## src/verilog/sltg_pkg.sv

```systemverilog
// Purpose: Constants and types for the scan line timing generator
// Assumes: APB with 32-bit data; register index times four is the byte address
// Notes: Registers are 16 bits wide, upper bits read as zero
`default_nettype none
package sltg_pkg;

  // ==========================================================
  // Register indexes
  localparam logic [31:0] IDX_CYCLE_TICK_COUNT = 32'h01ff8890;
  localparam logic [31:0] IDX_SCAN_SETUP = 32'h01ff8893;
  localparam logic [31:0] IDX_DOT_TIMING_CONTROL = 32'h01ff8894;
  localparam logic [31:0] IDX_VALID_PIXELS_PER_LINE = 32'h01ff8896;
  localparam logic [31:0] IDX_LINE_LEAD_IN_DELAY = 32'h01ff8898;
  localparam logic [31:0] IDX_START_PULSE_EDGES = 32'h01ff889b;
  localparam logic [31:0] IDX_START_PULSE_CONFIG = 32'h01ff889d;

  // ==========================================================
  // Field positions
  localparam int SETUP_IRQ_EN_BIT = 15;
  localparam int SETUP_INV_LSB = 8;
  localparam int SETUP_EXT_ADC_BIT = 6;
  localparam int SETUP_PIN_SEL_LSB = 1;
  localparam int SETUP_RUN_BIT = 0;
  localparam int CYCLE_IRQ_LOC_LSB = 8;
  localparam int DOT_PRESCALE_LSB = 4;
  localparam int EDGE_FALL_LSB = 4;
  localparam int CFG_QUIET_EN_LSB = 13;
  localparam int CFG_QUIET_LSB = 8;
  localparam int CFG_OFFSET_LSB = 4;

  // ==========================================================
  // Reset values and counts
  localparam logic [15:0] RESET_REG = 16'h0000;
  localparam logic [13:0] PIXEL_MAX = 14'h3fff;
  localparam int TICK_DOTS_DEFAULT = 64;

  typedef struct packed {
    logic irq_en;
    logic [6:0] invert;
    logic unused7;
    logic ext_adc;
    logic [4:0] pin_sel;
    logic run;
  } sltg_setup_t;

  typedef struct packed {
    logic [6:0] ctrl;
    logic start;
  } sltg_ctrl_t;

endpackage
`default_nettype wire

```

## src/verilog/sltg_top.sv

```systemverilog
// Purpose: Scan line timing generator with APB register access
// Assumes: pclk at 10 MHz; external converter data is asynchronous
// Notes: Zero wait-state APB; pready and read data rise in the access phase
//
// Register access over APB was decided locally.
`timescale 1ns/1ps
`default_nettype none

// Function
// Tick-count field sets one to thirty-two sub-line ticks per scan cycle.
// Scan cycle begins when tick counter wraps from maximum to zero.
// Reading tick-count field returns live tick count, not programmed value.
// Software programs tick-count register before setting the run enable.
// Tick interrupt at programmed position only when interrupt and run enabled.
// Seven invert bits flip polarity of matching control signals.
// Converter select: clear takes on-chip converter, set takes external one.
// Five pin-select bits choose which control signals reach the pins.
// All timing logic idle unless the run enable bit is set.
// Prescaled clock period is prescale field plus one base periods.
// Dot period is dot length field plus one prescaled periods.
// Software never programs dot length field with zero.
// Valid pixel count per line; line stores twice that many bytes.
// Pixel counter is fourteen bits and saturates at maximum.
// Lead-in delay skips that many dots from start pulse before valid data.
// Lead-in time is delay plus one times the dot period.
// Two nibbles place start pulse trailing and leading edges.
// Start edge positions count prescaled periods from each dot start.
// Pixel counter clears at cycle start, advances each dot while running.
// Interrupt position double-buffered at cycle start, matched against tick count.
// Quiet window freezes enabled control signals six to four during start.
// Offset field delays start pulse by that many pixel periods.
// Start pulse lasts length field plus one pixel periods.
module sltg_top #(
  parameter int TICK_DOTS = sltg_pkg::TICK_DOTS_DEFAULT
) (
  input wire logic pclk,
  input wire logic presetn,
  input wire logic psel,
  input wire logic penable,
  input wire logic pwrite,
  input wire logic [31:0] paddr,
  input wire logic [31:0] pwdata,
  output logic [31:0] prdata,
  output logic pready,
  output logic pslverr,
  input wire logic [11:0] adc_int_data,
  input wire logic [11:0] adc_ext_data,
  output logic [6:0] scan_ctrl_pins,
  output logic [11:0] pixel_data,
  output logic pixel_valid,
  output logic sub_line_tick,
  output logic tick_irq,
  output logic cycle_start,
  output logic [13:0] line_bytes
);

  // ==========================================================
  // Registers
  sltg_pkg::sltg_setup_t scan_setup;
  logic [15:0] cycle_tick_count;
  logic [15:0] dot_timing_control;
  logic [15:0] valid_pixels_per_line;
  logic [15:0] line_lead_in_delay;
  logic [15:0] start_pulse_edges;
  logic [15:0] start_pulse_config;

  // ==========================================================
  // Timing state
  logic [3:0] pre_cnt;
  logic [3:0] dot_pos;
  logic [15:0] tick_dot_cnt;
  logic [4:0] tick_cnt;
  logic [4:0] ticks_per_cycle;
  logic [4:0] irq_loc_buf;
  logic [13:0] pixel_cnt;
  logic [4:0] quiet_cnt;
  logic run_d;
  sltg_pkg::sltg_ctrl_t raw;
  sltg_pkg::sltg_ctrl_t held;
  logic [11:0] ext_s1;
  logic [11:0] ext_s2;
  logic [11:0] ext_s3;
  logic [11:0] ext_data;

  function automatic logic sel_match(input logic [31:0] addr, input logic [31:0] idx);
    sel_match = (addr == {idx[29:0], 2'b00});
  endfunction

  // ==========================================================
  // Combinational timing terms
  logic run;
  logic [3:0] prescale;
  logic [3:0] dot_length;
  logic pre_tick;
  logic dot_end;
  logic tick_end;
  logic wrap;
  logic first_cycle;
  logic new_cycle;
  logic [4:0] next_tick_cnt;
  logic [13:0] dots_from_start;
  logic [13:0] offset_dots;
  logic [13:0] lead_end;
  logic [13:0] valid_end;
  logic in_start_win;
  logic start_level;
  logic in_valid;
  logic start_rise;

  assign run = scan_setup.run;
  assign prescale = dot_timing_control[sltg_pkg::DOT_PRESCALE_LSB +: 4];
  assign dot_length = dot_timing_control[3:0];
  assign pre_tick = run && (pre_cnt == prescale);
  assign dot_end = pre_tick && (dot_pos == dot_length);
  assign tick_end = dot_end && (tick_dot_cnt == 16'(TICK_DOTS - 1));
  assign wrap = tick_end && (tick_cnt == ticks_per_cycle);
  assign first_cycle = run && !run_d;
  assign new_cycle = wrap || first_cycle;
  assign next_tick_cnt = wrap ? 5'h00 : tick_cnt + 5'h01;
  assign offset_dots = {10'h000, start_pulse_config[sltg_pkg::CFG_OFFSET_LSB +: 4]};
  assign dots_from_start = pixel_cnt - offset_dots;
  // Valid dots follow the delay plus one skipped dots
  assign lead_end = line_lead_in_delay[12:0] + 14'h0001;
  assign valid_end = lead_end + {1'b0, valid_pixels_per_line[12:0]};
  assign in_start_win = (pixel_cnt >= offset_dots) &&
                        (dots_from_start <= {10'h000, start_pulse_config[3:0]});
  assign start_level = in_start_win && (dot_pos >= start_pulse_edges[3:0]) &&
                       ((start_pulse_edges[7:4] <= start_pulse_edges[3:0]) ||
                        (dot_pos < start_pulse_edges[sltg_pkg::EDGE_FALL_LSB +: 4]));
  assign in_valid = (pixel_cnt >= offset_dots) && (dots_from_start >= lead_end) &&
                    (dots_from_start < valid_end);
  assign start_rise = in_start_win && (pixel_cnt == offset_dots) && (dot_pos == 4'h0) &&
                      (pre_cnt == 4'h0);

  // ==========================================================
  // APB slave
  logic wr_en;
  logic rd_hit;
  logic [15:0] rd_val;

  assign wr_en = psel && penable && pready && pwrite && !pslverr;

  always_comb begin
    rd_hit = 1'b1;
    rd_val = 16'h0000;
    if (sel_match(paddr, sltg_pkg::IDX_SCAN_SETUP)) begin
      rd_val = scan_setup;
    end else if (sel_match(paddr, sltg_pkg::IDX_CYCLE_TICK_COUNT)) begin
      rd_val = {3'h0, cycle_tick_count[12:8], 3'h0, tick_cnt};
    end else if (sel_match(paddr, sltg_pkg::IDX_DOT_TIMING_CONTROL)) begin
      rd_val = {8'h00, dot_timing_control[7:0]};
    end else if (sel_match(paddr, sltg_pkg::IDX_VALID_PIXELS_PER_LINE)) begin
      rd_val = {3'h0, valid_pixels_per_line[12:0]};
    end else if (sel_match(paddr, sltg_pkg::IDX_LINE_LEAD_IN_DELAY)) begin
      rd_val = {3'h0, line_lead_in_delay[12:0]};
    end else if (sel_match(paddr, sltg_pkg::IDX_START_PULSE_EDGES)) begin
      rd_val = {8'h00, start_pulse_edges[7:0]};
    end else if (sel_match(paddr, sltg_pkg::IDX_START_PULSE_CONFIG)) begin
      rd_val = start_pulse_config;
    end else begin
      rd_hit = 1'b0;
    end
  end

  always_ff @(posedge pclk or negedge presetn) begin
    if (!presetn) begin
      pready <= 1'b0;
      pslverr <= 1'b0;
      prdata <= 32'h0000_0000;
    end else begin
      pready <= psel && !penable;
      pslverr <= psel && !penable && !rd_hit;
      prdata <= (psel && !penable && !pwrite) ? {16'h0000, rd_val} : 32'h0000_0000;
    end
  end

  always_ff @(posedge pclk or negedge presetn) begin
    if (!presetn) begin
      scan_setup <= sltg_pkg::RESET_REG;
      cycle_tick_count <= sltg_pkg::RESET_REG;
      dot_timing_control <= sltg_pkg::RESET_REG;
      valid_pixels_per_line <= sltg_pkg::RESET_REG;
      line_lead_in_delay <= sltg_pkg::RESET_REG;
      start_pulse_edges <= sltg_pkg::RESET_REG;
      start_pulse_config <= sltg_pkg::RESET_REG;
    end else if (wr_en) begin
      if (sel_match(paddr, sltg_pkg::IDX_SCAN_SETUP)) begin
        scan_setup <= {pwdata[15:8], 1'b0, pwdata[6:0]};
      end
      if (sel_match(paddr, sltg_pkg::IDX_CYCLE_TICK_COUNT)) begin
        cycle_tick_count <= {3'h0, pwdata[12:8], 3'h0, pwdata[4:0]};
      end
      if (sel_match(paddr, sltg_pkg::IDX_DOT_TIMING_CONTROL)) begin
        dot_timing_control <= {8'h00, pwdata[7:0]};
      end
      if (sel_match(paddr, sltg_pkg::IDX_VALID_PIXELS_PER_LINE)) begin
        valid_pixels_per_line <= {3'h0, pwdata[12:0]};
      end
      if (sel_match(paddr, sltg_pkg::IDX_LINE_LEAD_IN_DELAY)) begin
        line_lead_in_delay <= {3'h0, pwdata[12:0]};
      end
      if (sel_match(paddr, sltg_pkg::IDX_START_PULSE_EDGES)) begin
        start_pulse_edges <= {8'h00, pwdata[7:0]};
      end
      if (sel_match(paddr, sltg_pkg::IDX_START_PULSE_CONFIG)) begin
        start_pulse_config <= pwdata[15:0];
      end
    end
  end

  // ==========================================================
  // Prescaler and dot period
  always_ff @(posedge pclk or negedge presetn) begin
    if (!presetn) begin
      pre_cnt <= 4'h0;
      dot_pos <= 4'h0;
      run_d <= 1'b0;
    end else begin
      run_d <= run;
      if (!run || first_cycle) begin
        pre_cnt <= 4'h0;
        dot_pos <= 4'h0;
      end else if (pre_tick) begin
        pre_cnt <= 4'h0;
        dot_pos <= (dot_pos == dot_length) ? 4'h0 : dot_pos + 4'h1;
      end else begin
        pre_cnt <= pre_cnt + 4'h1;
      end
    end
  end

  // ==========================================================
  // Sub-line ticks and scan cycles
  always_ff @(posedge pclk or negedge presetn) begin
    if (!presetn) begin
      tick_dot_cnt <= 16'h0000;
      tick_cnt <= 5'h00;
      ticks_per_cycle <= 5'h00;
      irq_loc_buf <= 5'h00;
      sub_line_tick <= 1'b0;
      tick_irq <= 1'b0;
      cycle_start <= 1'b0;
    end else begin
      sub_line_tick <= tick_end;
      cycle_start <= new_cycle;
      tick_irq <= 1'b0;
      if (!run) begin
        tick_dot_cnt <= 16'h0000;
        tick_cnt <= 5'h00;
      end else if (first_cycle) begin
        tick_dot_cnt <= 16'h0000;
        tick_cnt <= 5'h00;
        ticks_per_cycle <= cycle_tick_count[4:0];
        irq_loc_buf <= cycle_tick_count[sltg_pkg::CYCLE_IRQ_LOC_LSB +: 5];
        tick_irq <= scan_setup.irq_en &&
                    (cycle_tick_count[sltg_pkg::CYCLE_IRQ_LOC_LSB +: 5] == 5'h00);
      end else if (dot_end) begin
        tick_dot_cnt <= tick_end ? 16'h0000 : tick_dot_cnt + 16'h0001;
        if (tick_end) begin
          tick_cnt <= next_tick_cnt;
          if (wrap) begin
            ticks_per_cycle <= cycle_tick_count[4:0];
            irq_loc_buf <= cycle_tick_count[sltg_pkg::CYCLE_IRQ_LOC_LSB +: 5];
            tick_irq <= scan_setup.irq_en &&
                        (cycle_tick_count[sltg_pkg::CYCLE_IRQ_LOC_LSB +: 5] == 5'h00);
          end else begin
            tick_irq <= scan_setup.irq_en && (next_tick_cnt == irq_loc_buf);
          end
        end
      end
    end
  end

  // ==========================================================
  // Pixel counter and quiet window
  always_ff @(posedge pclk or negedge presetn) begin
    if (!presetn) begin
      pixel_cnt <= 14'h0000;
    end else if (!run || new_cycle) begin
      pixel_cnt <= 14'h0000;
    end else if (dot_end && pixel_cnt != sltg_pkg::PIXEL_MAX) begin
      pixel_cnt <= pixel_cnt + 14'h0001;
    end
  end

  always_ff @(posedge pclk or negedge presetn) begin
    if (!presetn) begin
      quiet_cnt <= 5'h00;
    end else if (!run || !in_start_win) begin
      quiet_cnt <= 5'h00;
    end else if (start_rise) begin
      quiet_cnt <= start_pulse_config[sltg_pkg::CFG_QUIET_LSB +: 5];
    end else if (dot_end && quiet_cnt != 5'h00) begin
      quiet_cnt <= quiet_cnt - 5'h01;
    end
  end

  // ==========================================================
  // Control signal generation
  always_comb begin
    raw.start = start_level && run;
    raw.ctrl[0] = run && (dot_pos == 4'h0);
    raw.ctrl[1] = run && in_valid;
    raw.ctrl[2] = new_cycle;
    raw.ctrl[3] = run && (pre_cnt == 4'h0);
    raw.ctrl[4] = run && (dot_pos <= {1'b0, dot_length[3:1]});
    raw.ctrl[5] = dot_end;
    raw.ctrl[6] = tick_end;
  end

  always_ff @(posedge pclk or negedge presetn) begin
    if (!presetn) begin
      held <= '0;
    end else begin
      held.start <= raw.start;
      held.ctrl[3:0] <= raw.ctrl[3:0];
      for (int i = 4; i < 7; i++) begin
        if (!(start_pulse_config[sltg_pkg::CFG_QUIET_EN_LSB + i - 4] &&
              quiet_cnt != 5'h00)) begin
          held.ctrl[i] <= raw.ctrl[i];
        end
      end
    end
  end

  // Index zero carries the start pulse; pins two to six are selectable
  logic [6:0] ctrl_sig;
  logic [6:0] ctrl_inv;
  assign ctrl_sig = {held.ctrl[6:2], held.ctrl[0], held.start};
  assign ctrl_inv = ctrl_sig ^ scan_setup.invert;

  always_ff @(posedge pclk or negedge presetn) begin
    if (!presetn) begin
      scan_ctrl_pins <= 7'h00;
    end else begin
      scan_ctrl_pins <= {ctrl_inv[6:2] & scan_setup.pin_sel, ctrl_inv[1:0]};
    end
  end

  // ==========================================================
  // Converter data
  always_ff @(posedge pclk or negedge presetn) begin
    if (!presetn) begin
      ext_s1 <= 12'h000;
      ext_s2 <= 12'h000;
      ext_s3 <= 12'h000;
      ext_data <= 12'h000;
    end else begin
      ext_s1 <= adc_ext_data;
      ext_s2 <= ext_s1;
      ext_s3 <= ext_s2;
      if (ext_s2 == ext_s3) begin
        ext_data <= ext_s3;
      end
    end
  end

  always_ff @(posedge pclk or negedge presetn) begin
    if (!presetn) begin
      pixel_data <= 12'h000;
      pixel_valid <= 1'b0;
      line_bytes <= 14'h0000;
    end else begin
      line_bytes <= {valid_pixels_per_line[12:0], 1'b0};
      pixel_valid <= dot_end && in_valid;
      if (dot_end && in_valid) begin
        pixel_data <= scan_setup.ext_adc ? ext_data : adc_int_data;
      end
    end
  end

endmodule
`default_nettype wire
```

## config.mk

```make
export PLATFORM = sky130hd
export DESIGN_NAME = sltg_top
export DESIGN_NICKNAME = d
export VERILOG_FILES = /design/src/verilog/sltg_pkg.sv /design/src/verilog/sltg_top.sv
export SDC_FILE = /design/constraint.sdc
export NUM_CORES = 1
export LEC_CHECK = 0
export ABC_AREA = 1
export BUFFER_PORTS_ARGS = -buffer_cell sky130_fd_sc_hd__buf_4
export CAP_MARGIN = 0
export CORE_ASPECT_RATIO = 1.2
export CORE_MARGIN = 1
export CORE_UTILIZATION = 55
export DETAILED_ROUTE_END_ITERATION = 8
export HOLD_SLACK_MARGIN = 0.06
export PLACE_DENSITY = 0.86
export SKIP_LAST_GASP = 1
export SYNTH_ARGS = -nofsm -noshare
export SYNTH_HDL_FRONTEND = slang
export SYNTH_SLANG_ARGS = --single-unit
```

## constraint.sdc

```tcl
create_clock -name pclk -period 4.75 [get_ports pclk]
set_input_delay 0.95 -clock pclk [delete_from_list [all_inputs] [get_ports pclk]]
set_output_delay 0.95 -clock pclk [all_outputs]
set_load 0.03 [all_outputs]
```

==> results.py, run 1 <==
metrics = {
    "clock_network": {
        "numCtsBuffers": 26,
        "clk_pin_slew_worst_paths_ps": 60,
        "h-tree-depth": 1,
        "cts_setup_buffers": 0,
        "cts_hold_buffers": 0,
        "cts_resized": 0,
        "clkLatencyLatePin_ps": 550,
        "cts.sinks": 250,
        "cts_tree": "yes",
        "cts_root_buf": "clkbuf_16",
        "cts.path.max_buffers": 3,
    },
    "route": {
        "drt-initial-drc-count": 865,
        "via_per_inst": 5.55,
        "first_pass_iters": 6,
        "drc": 0,
        "ant_nets": 0,
        "drt-total-wl_mm": 33.6,
        "wl_per_cell_um": 16.5,
        "vias": 11310,
    },
    "synth": {
        "synthTopCellsByCount": "350 x nand2_1, 250 x dfrtp_1, 177 x inv_1, 140 x o21ai_0, 108 x nor2_1",
        "synth-main-ff-cell": "dfrtp_1",
        "synth-edff-count": 0,
        "synth_area_leaders": "dfrtp_1 47%, nand2_1 9.8%, ha_1 6.7%",
        "yosysMostFrequentCell": "nand2_1",
        "synth_area_sq_um": 13400,
        "synth_top_area_share_pct": 46.5,
        "ys_seq_area_share_pct": 46.5,
        "synth-seq-cells": 250,
        "yosys.area.top_type": "dfrtp_1",
        "syn_area_per_cell_sq_um": 8.57,
        "synth-async-reset-ratio_pct": 100,
        "yosysWarnings": 0,
        "synth.distinct_cells": 54,
        "synth_cells": 1569,
    },
    "setup_path": {
        "critical_path.max_fanout": 25,
        "critPathMostFrequentCell": "nand2_1",
        "worstSetupPathType": "reg2reg",
        "critPathSlowestCell": "dfrtp_1",
        "critPathArrivalTime_ps": 4650,
        "slowest_delay_ps": 440,
        "crit_family": "simple AND/OR/NAND/NOR gates",
        "worst_setup_path_start_kind": "flip-flop",
        "end_kind": "flip-flop",
        "required_ps": 5180,
        "path_buf_inv": 4,
    },
    "cells_and_area": {
        "stdcell_area_sq_um": 15500,
        "final_nets": 1868,
        "area_growth_pct": 15.5,
        "antennaDiodeCount": 0,
        "drive_above_1_share_pct": 15.6,
    },
    "timing": {
        "finalClockSkew_ps": 16.1,
        "max_freq_mhz": 237,
        "period_share_pct": 88.7,
        "rsz0062_at_grt": "false",
        "min_period_ps": 4210,
        "setup_viol_count_final": 0,
        "slew_violations": 0,
        "timing_hold_violations_final": 0,
        "tightest_slew_ps": 1090,
        "setup_ws_ps": 536,
        "maxSlewHeadroom_pct": 27.6,
        "timing.setup.tns_ps": 0,
    },
    "floorplanning": {
        "start_util_pct": 56.1,
        "core-area_sq_um": 24000,
        "ioPinCount": 164,
        "fp.dieH_um": 173,
        "chipWidth_um": 145,
        "row_count": 62,
        "dieArea_sq_um": 25100,
    },
    "global_route": {
        "overflow": 0,
        "antenna_found_initial": 0,
        "grt_pass1_wl_mm": 53.6,
        "track_usage_pct": 27.5,
        "grt_max_degree": 133,
        "grt_pass1_vias": 10811,
    },
    "place": {
        "port_buffers": 130,
        "pre_cts_slack_ps": 596,
        "place_area_sq_um": 14600,
        "gp_congestion": 0.930,
        "dp_hpwl_mm": 24.9,
    },
    "outcome": {
        "status": "completed",
    },
    "worst_hold_path": {
        "hp-class": "reg2reg",
    },
    "power": {
        "p_leak_uw": 0.00758,
        "power_density_nw_per_um2": 285,
        "irDropWorstVdd_uv": 276,
    },
    "run": {
        "maxCapViolCount": 0,
    },
}
routing by layer:
metal  GRT usage, %  vias to the layer above  share of wire, %
li1               -                     5397                 -
met4           12.9                        0               4.4
met5              0                        -                 0
met1           34.6                     5338                40
met2           46.2                      464                49
met3           4.06                      111               6.7
where the power goes:
group	leakage [uW]	switching [uW]	internal [uW]
sequential	0.00335	10.5	2150
combinational	0.00379	109	58.9
clock	0.000438	856	1250
cell type report:
type,count,area (sq um)
clock buffer,34,731
timing repair buffer,137,1050
tap,320,400
clock inverter,12,164
sequential,250,6260
fill,1885,8440
multi-input combinational,1094,6210
inverter,192,722
worst register-to-register path, cell delays in order, from the launching register on:
cell and delay [ps]:
dfrtp_1 440, nand2_1 90, nor2_1 130, nand2_1 80, nor2_1 90, nand2_1 70
nor2_1 170, nand2_1 90, nor2_1 120, nand2_1 80, nor2_1 130, inv_1 50
nand2_1 80, inv_1 50, ha_1 310, inv_1 80, nor3_1 280, nand2_1 80
o21ai_0 260, xor2_1 180, ha_1 260, a21oi_1 150, o21ai_0 140, nor3_2 200
nand3_2 70, buf_4 230, nand2_1 140, o21ai_2 50
path summary, 6_finish.rpt:
kind	start	end	slack, ps	depth (start not counted)
setup / recovery	line_lead_in_delay[2]	pixel_data[5]	540	27
min in group asynchronous	presetn	start_pulse_edges[0]	470	1
setup reg to reg	line_lead_in_delay[2]	pixel_data[5]	540	27
hold reg to reg	ext_s1[10]	ext_s2[10]	350	0
max in group asynchronous	presetn	pixel_data[9]	3110	2
hold / removal	ext_s1[10]	ext_s2[10]	350	0
placed cells by master (no fill, tap or decap), types with 13 or more instances in the layout:
master,synthesis,final
a21oi_1,71,71
buf_4,19,135
clkbuf_16,0,26
conb_1,1,17
dfrtp_1,250,250
ha_1,72,72
inv_1,177,177
inv_2,14,14
nand2_1,350,350
nand3_1,68,68
nand4_1,33,33
nor2_1,108,108
nor2_2,13,13
nor3_1,23,23
o21ai_0,140,140
xnor2_1,22,22
xor2_1,35,35
per-stage QoR:
stage | hold WS (ps) | power (uW) | utilization [%] | std cells
3_5_place_dp | 335 | 2370 | 61.1 | 1993
5_1_grt | 348 | 4580 | 64.8 | 2039
3_3_place_gp | 332 | 2360 | 61.1 | 1993
6_report | 348 | 4430 | 64.8 | 2039
2_1_floorplan | 331 | 2260 | - | 1585
4_1_cts | 349 | 4460 | 64.8 | 2039
kinds of logic (layout without fill, tap and decap cells):
| logic type | Yosys count | in the layout | share of synthesized area (%) |
|---|---|---|---|
| buffers and inverters | 241 | 375 | 7.72 |
| adder cells (fa/ha/maj) | 74 | 74 | 7.00 |
| multiplexers | 24 | 24 | 1.90 |
| AND/OR/NAND/NOR | 643 | 643 | 21.4 |
| other | 1 | 17 | 0.0279 |
| flip-flops | 250 | 250 | 46.5 |
| XOR/XNOR | 57 | 57 | 3.71 |
| AO/OA/AOI/OAI | 279 | 279 | 11.7 |
sequential cells by signal, summed over array words and instances, names as in the netlist, 13 cells and up:
name,count
prdata,16
valid_pixels_per_line,13
line_lead_in_delay,13
scan_setup,14
tick_dot_cnt,16
pixel_cnt,14
line_bytes,13
start_pulse_config,16
No activity file was read; power rests on OpenSTA's default activity.
==> run 2: changes to the inputs <==
ABC_AREA = 0   (was 1)
PLACE_DENSITY = not set   (was 0.86)
PLACE_DENSITY_LB_ADDON = 0.08   (was not set)
==> results.py, run 2 <==
metrics = {
    "outcome": {
        "status": "completed",
    },
    "run": {
        "maxCapViolCount": 0,
    },
    "timing": {
        "tightest_slew_ps": 879,
        "timing_hold_violations_final": 0,
        "min_period_ps": 4460,
        "max_freq_mhz": 224,
        "finalClockSkew_ps": 21.1,
        "maxSlewHeadroom_pct": 41.4,
        "period_share_pct": 93.9,
        "setup_viol_count_final": 0,
        "rsz0062_at_grt": "false",
        "timing.setup.tns_ps": 0,
        "slew_violations": 0,
    },
    "synth": {
        "synth_top_area_share_pct": 47.9,
        "synth_cells": 1180,
        "yosys.area.top_type": "dfrtp_1",
        "synth.distinct_cells": 80,
        "synth-edff-count": 0,
        "synth_area_sq_um": 13100,
        "synth-async-reset-ratio_pct": 100,
        "yosysMostFrequentCell": "dfrtp_1",
        "syn_area_per_cell_sq_um": 11.1,
        "yosysWarnings": 0,
        "synthTopCellsByCount": "250 x dfrtp_1, 107 x mux2_2, 83 x nor2_1, 74 x nand2_1, 72 x ha_1",
        "synth-seq-cells": 250,
        "ys_seq_area_share_pct": 47.9,
        "synth_area_leaders": "dfrtp_1 48%, mux2_2 9.2%, ha_1 6.9%",
        "synth-main-ff-cell": "dfrtp_1",
    },
    "clock_network": {
        "numCtsBuffers": 27,
        "h-tree-depth": 1,
        "cts.path.max_buffers": 3,
        "cts_root_buf": "clkbuf_16",
        "cts.sinks": 250,
        "clk_pin_slew_worst_paths_ps": 60,
        "clkLatencyLatePin_ps": 540,
        "cts_setup_buffers": 0,
        "cts_tree": "yes",
    },
    "floorplanning": {
        "chipWidth_um": 143,
        "core-area_sq_um": 23200,
        "fp.dieH_um": 171,
        "start_util_pct": 56.3,
        "row_count": 61,
        "dieArea_sq_um": 24400,
        "ioPinCount": 164,
    },
    "cells_and_area": {
        "mostFrequentLayoutCell": "dfrtp_1",
        "final_cell_mix": "249 x dfrtp_1, 146 x buf_4, 107 x mux2_2",
        "final_nets": 1485,
        "final_cells": 1652,
        "reg_top3": "prdata (16), start_pulse_config (16), tick_dot_cnt (16)",
        "fill_cells": 1895,
        "post-route-util_pct": 65.8,
        "area_growth_pct": 17.0,
        "drive_above_1_share_pct": 25.2,
        "stdcell_area_sq_um": 15300,
        "antennaDiodeCount": 0,
    },
    "setup_path": {
        "r2r_end": "pixel_data[11]",
        "critical_path.max_fanout": 12,
        "reg2reg_depth": 19,
        "path_buf_inv": 1,
        "worst_setup_path_start_kind": "flip-flop",
        "critPathArrivalTime_ps": 4880,
        "r2r_slack_ps": 290,
        "end_kind": "flip-flop",
        "crit-reg2reg-launch": "line_lead_in_delay[0]",
        "required_ps": 5170,
        "critPathSlowestCell": "or4_1",
        "worstSetupPathType": "reg2reg",
        "worstPathCellList": "ha_1 > and2_2 > nand3_1 > xnor2_2 > ha_1 > and3_1 > a21oi_1 > o21ai_0 > or4_1 > nand2_1 > xor2_1 > ha_1 > a21oi_1 > nor2b_1 > o21ai_1 > nand4_1 > nor4b_4 > buf_12 > mux2_2",
        "slowest_delay_ps": 450,
        "critPathMostFrequentCell": "ha_1",
        "crit_family": "simple AND/OR/NAND/NOR gates",
    },
    "global_route": {
        "grt_pass1_vias": 9511,
        "track_usage_pct": 26.5,
        "grt_pass1_wl_mm": 50.0,
        "grt_max_degree": 106,
        "overflow": 0,
        "antenna_found_initial": 0,
    },
    "power": {
        "clockPowerShare_pct": 47.7,
        "switching_share_pct": 21.3,
        "p_switching_uw": 946,
        "power_density_nw_per_um2": 291,
        "internal-power_uw": 3490,
        "p_leak_uw": 0.00730,
        "irDropWorstVdd_uv": 300,
        "p_seq_share_pct": 48.6,
        "combPwrFrac_pct": 3.6,
    },
    "route": {
        "drc": 0,
        "first_pass_iters": 5,
        "wl_per_cell_um": 18.8,
        "drt-initial-drc-count": 512,
        "vias": 9349,
        "ant_nets": 0,
        "drt-total-wl_mm": 31.0,
        "via_per_inst": 5.66,
    },
    "worst_hold_path": {
        "worstHoldPathCells": 0,
        "whs_endpoint": "ext_s2[11]",
        "hold_start": "ext_s1[11]",
        "hp-class": "reg2reg",
    },
    "place": {
        "place_area_sq_um": 14400,
        "gp_congestion": 0.852,
        "port_buffers": 130,
        "dpl.cell_count": 1604,
        "dp_hpwl_mm": 23.1,
    },
}
-- run 2: cell types whose count changed after synthesis, moves of 14 or more --
cell / delta
nand2_1: -276
xnor2_1: +23
and3_1: +15
a21oi_1: -22
o21ai_0: -95
nand3_1: -34
inv_2: -14
mux2_2: +95
nor2_1: -25
xor2_1: +18
nand2b_1: +15
clkbuf_1: +14
inv_1: -129
-- run 2: how the worst max path moves through the flow --
stage,to,slack [ps],startpoint,cells after the start
3_3_place_gp,pixel_data[11],280,line_lead_in_delay[0],19
6_report,pixel_data[11],290,line_lead_in_delay[0],19
3_5_place_dp,pixel_data[11],170,line_lead_in_delay[2],20
5_1_grt,pixel_data[11],50,line_lead_in_delay[4],20
2_1_floorplan,pixel_data[10],640,line_lead_in_delay[2],19
4_1_cts,pixel_data[11],170,line_lead_in_delay[0],19
-- run 2: power by group through the flow --
stage	Clock, uW	Combinational (uW)	Sequential [uW]
after floorplan	0	56.5	2200
after global placement	0	162	2200
after detailed placement	0	163	2200
after CTS	2170	163	2160
after global routing	2250	178	2160
final	2120	160	2160
-- run 2: logic make-up after synthesis --
| group | after synthesis | share of synthesized area [%] |
|---|---|---|
| and+or+nand+nor | 355 | 14.9 |
| muxes | 122 | 10.8 |
| adders and majority gates | 75 | 7.28 |
| xor gates and xnor gates | 98 | 6.57 |
| buffers and inverters | 103 | 3.65 |
| other | 1 | 0.0287 |
| DFF | 250 | 47.9 |
| AOI/OAI and AO/OA | 176 | 8.91 |
-- run 2: routing by layer --
metal	share of wire (%)	track usage [%]
met1	42	33.9
met2	50	45.8
met3	4.3	3.53
met4	3.3	10.0
met5	0	0
-- run 2: cell type report --
| class | instances | area [sq um] | area share, % |
|---|---|---|---|
| inverter | 48 | 180 | 1.18 |
| timing repair buffer | 148 | 1130 | 7.41 |
| clock inverter | 11 | 138 | 0.901 |
| tap | 315 | 394 | 2.58 |
| multi-input combinational | 843 | 6410 | 42.0 |
| sequential | 250 | 6260 | 41.0 |
| clock buffer | 37 | 763 | 5.00 |
-- run 2: timing repair --
action | 4_1_cts | 5_1_grt
setup endpoints to repair | 0 | 12
hold buffers | 0 | 0
resized for setup | 0 | 5
-- run 2: stage by stage --
step / power (uW) / hold WS, ps / setup slack, ps
after detailed placement: 2360 / 336 / 170
after global routing: 4590 / 352 / 54.3
final: 4440 / 348 / 291
after floorplan: 2250 / 331 / 638
after CTS: 4490 / 349 / 167
after global placement: 2360 / 332 / 284
-- run 2: worst reg2reg max path, delay by kind of cell, from the launching register on --
family | cells | cell delay [ps]
and+or+nand+nor | 8 | 1630
DFF | 1 | 430
xor gates and xnor gates | 2 | 310
adders and majority gates | 3 | 880
buffers and inverters | 1 | 200
muxes | 1 | 370
AOI/OAI and AO/OA | 4 | 530
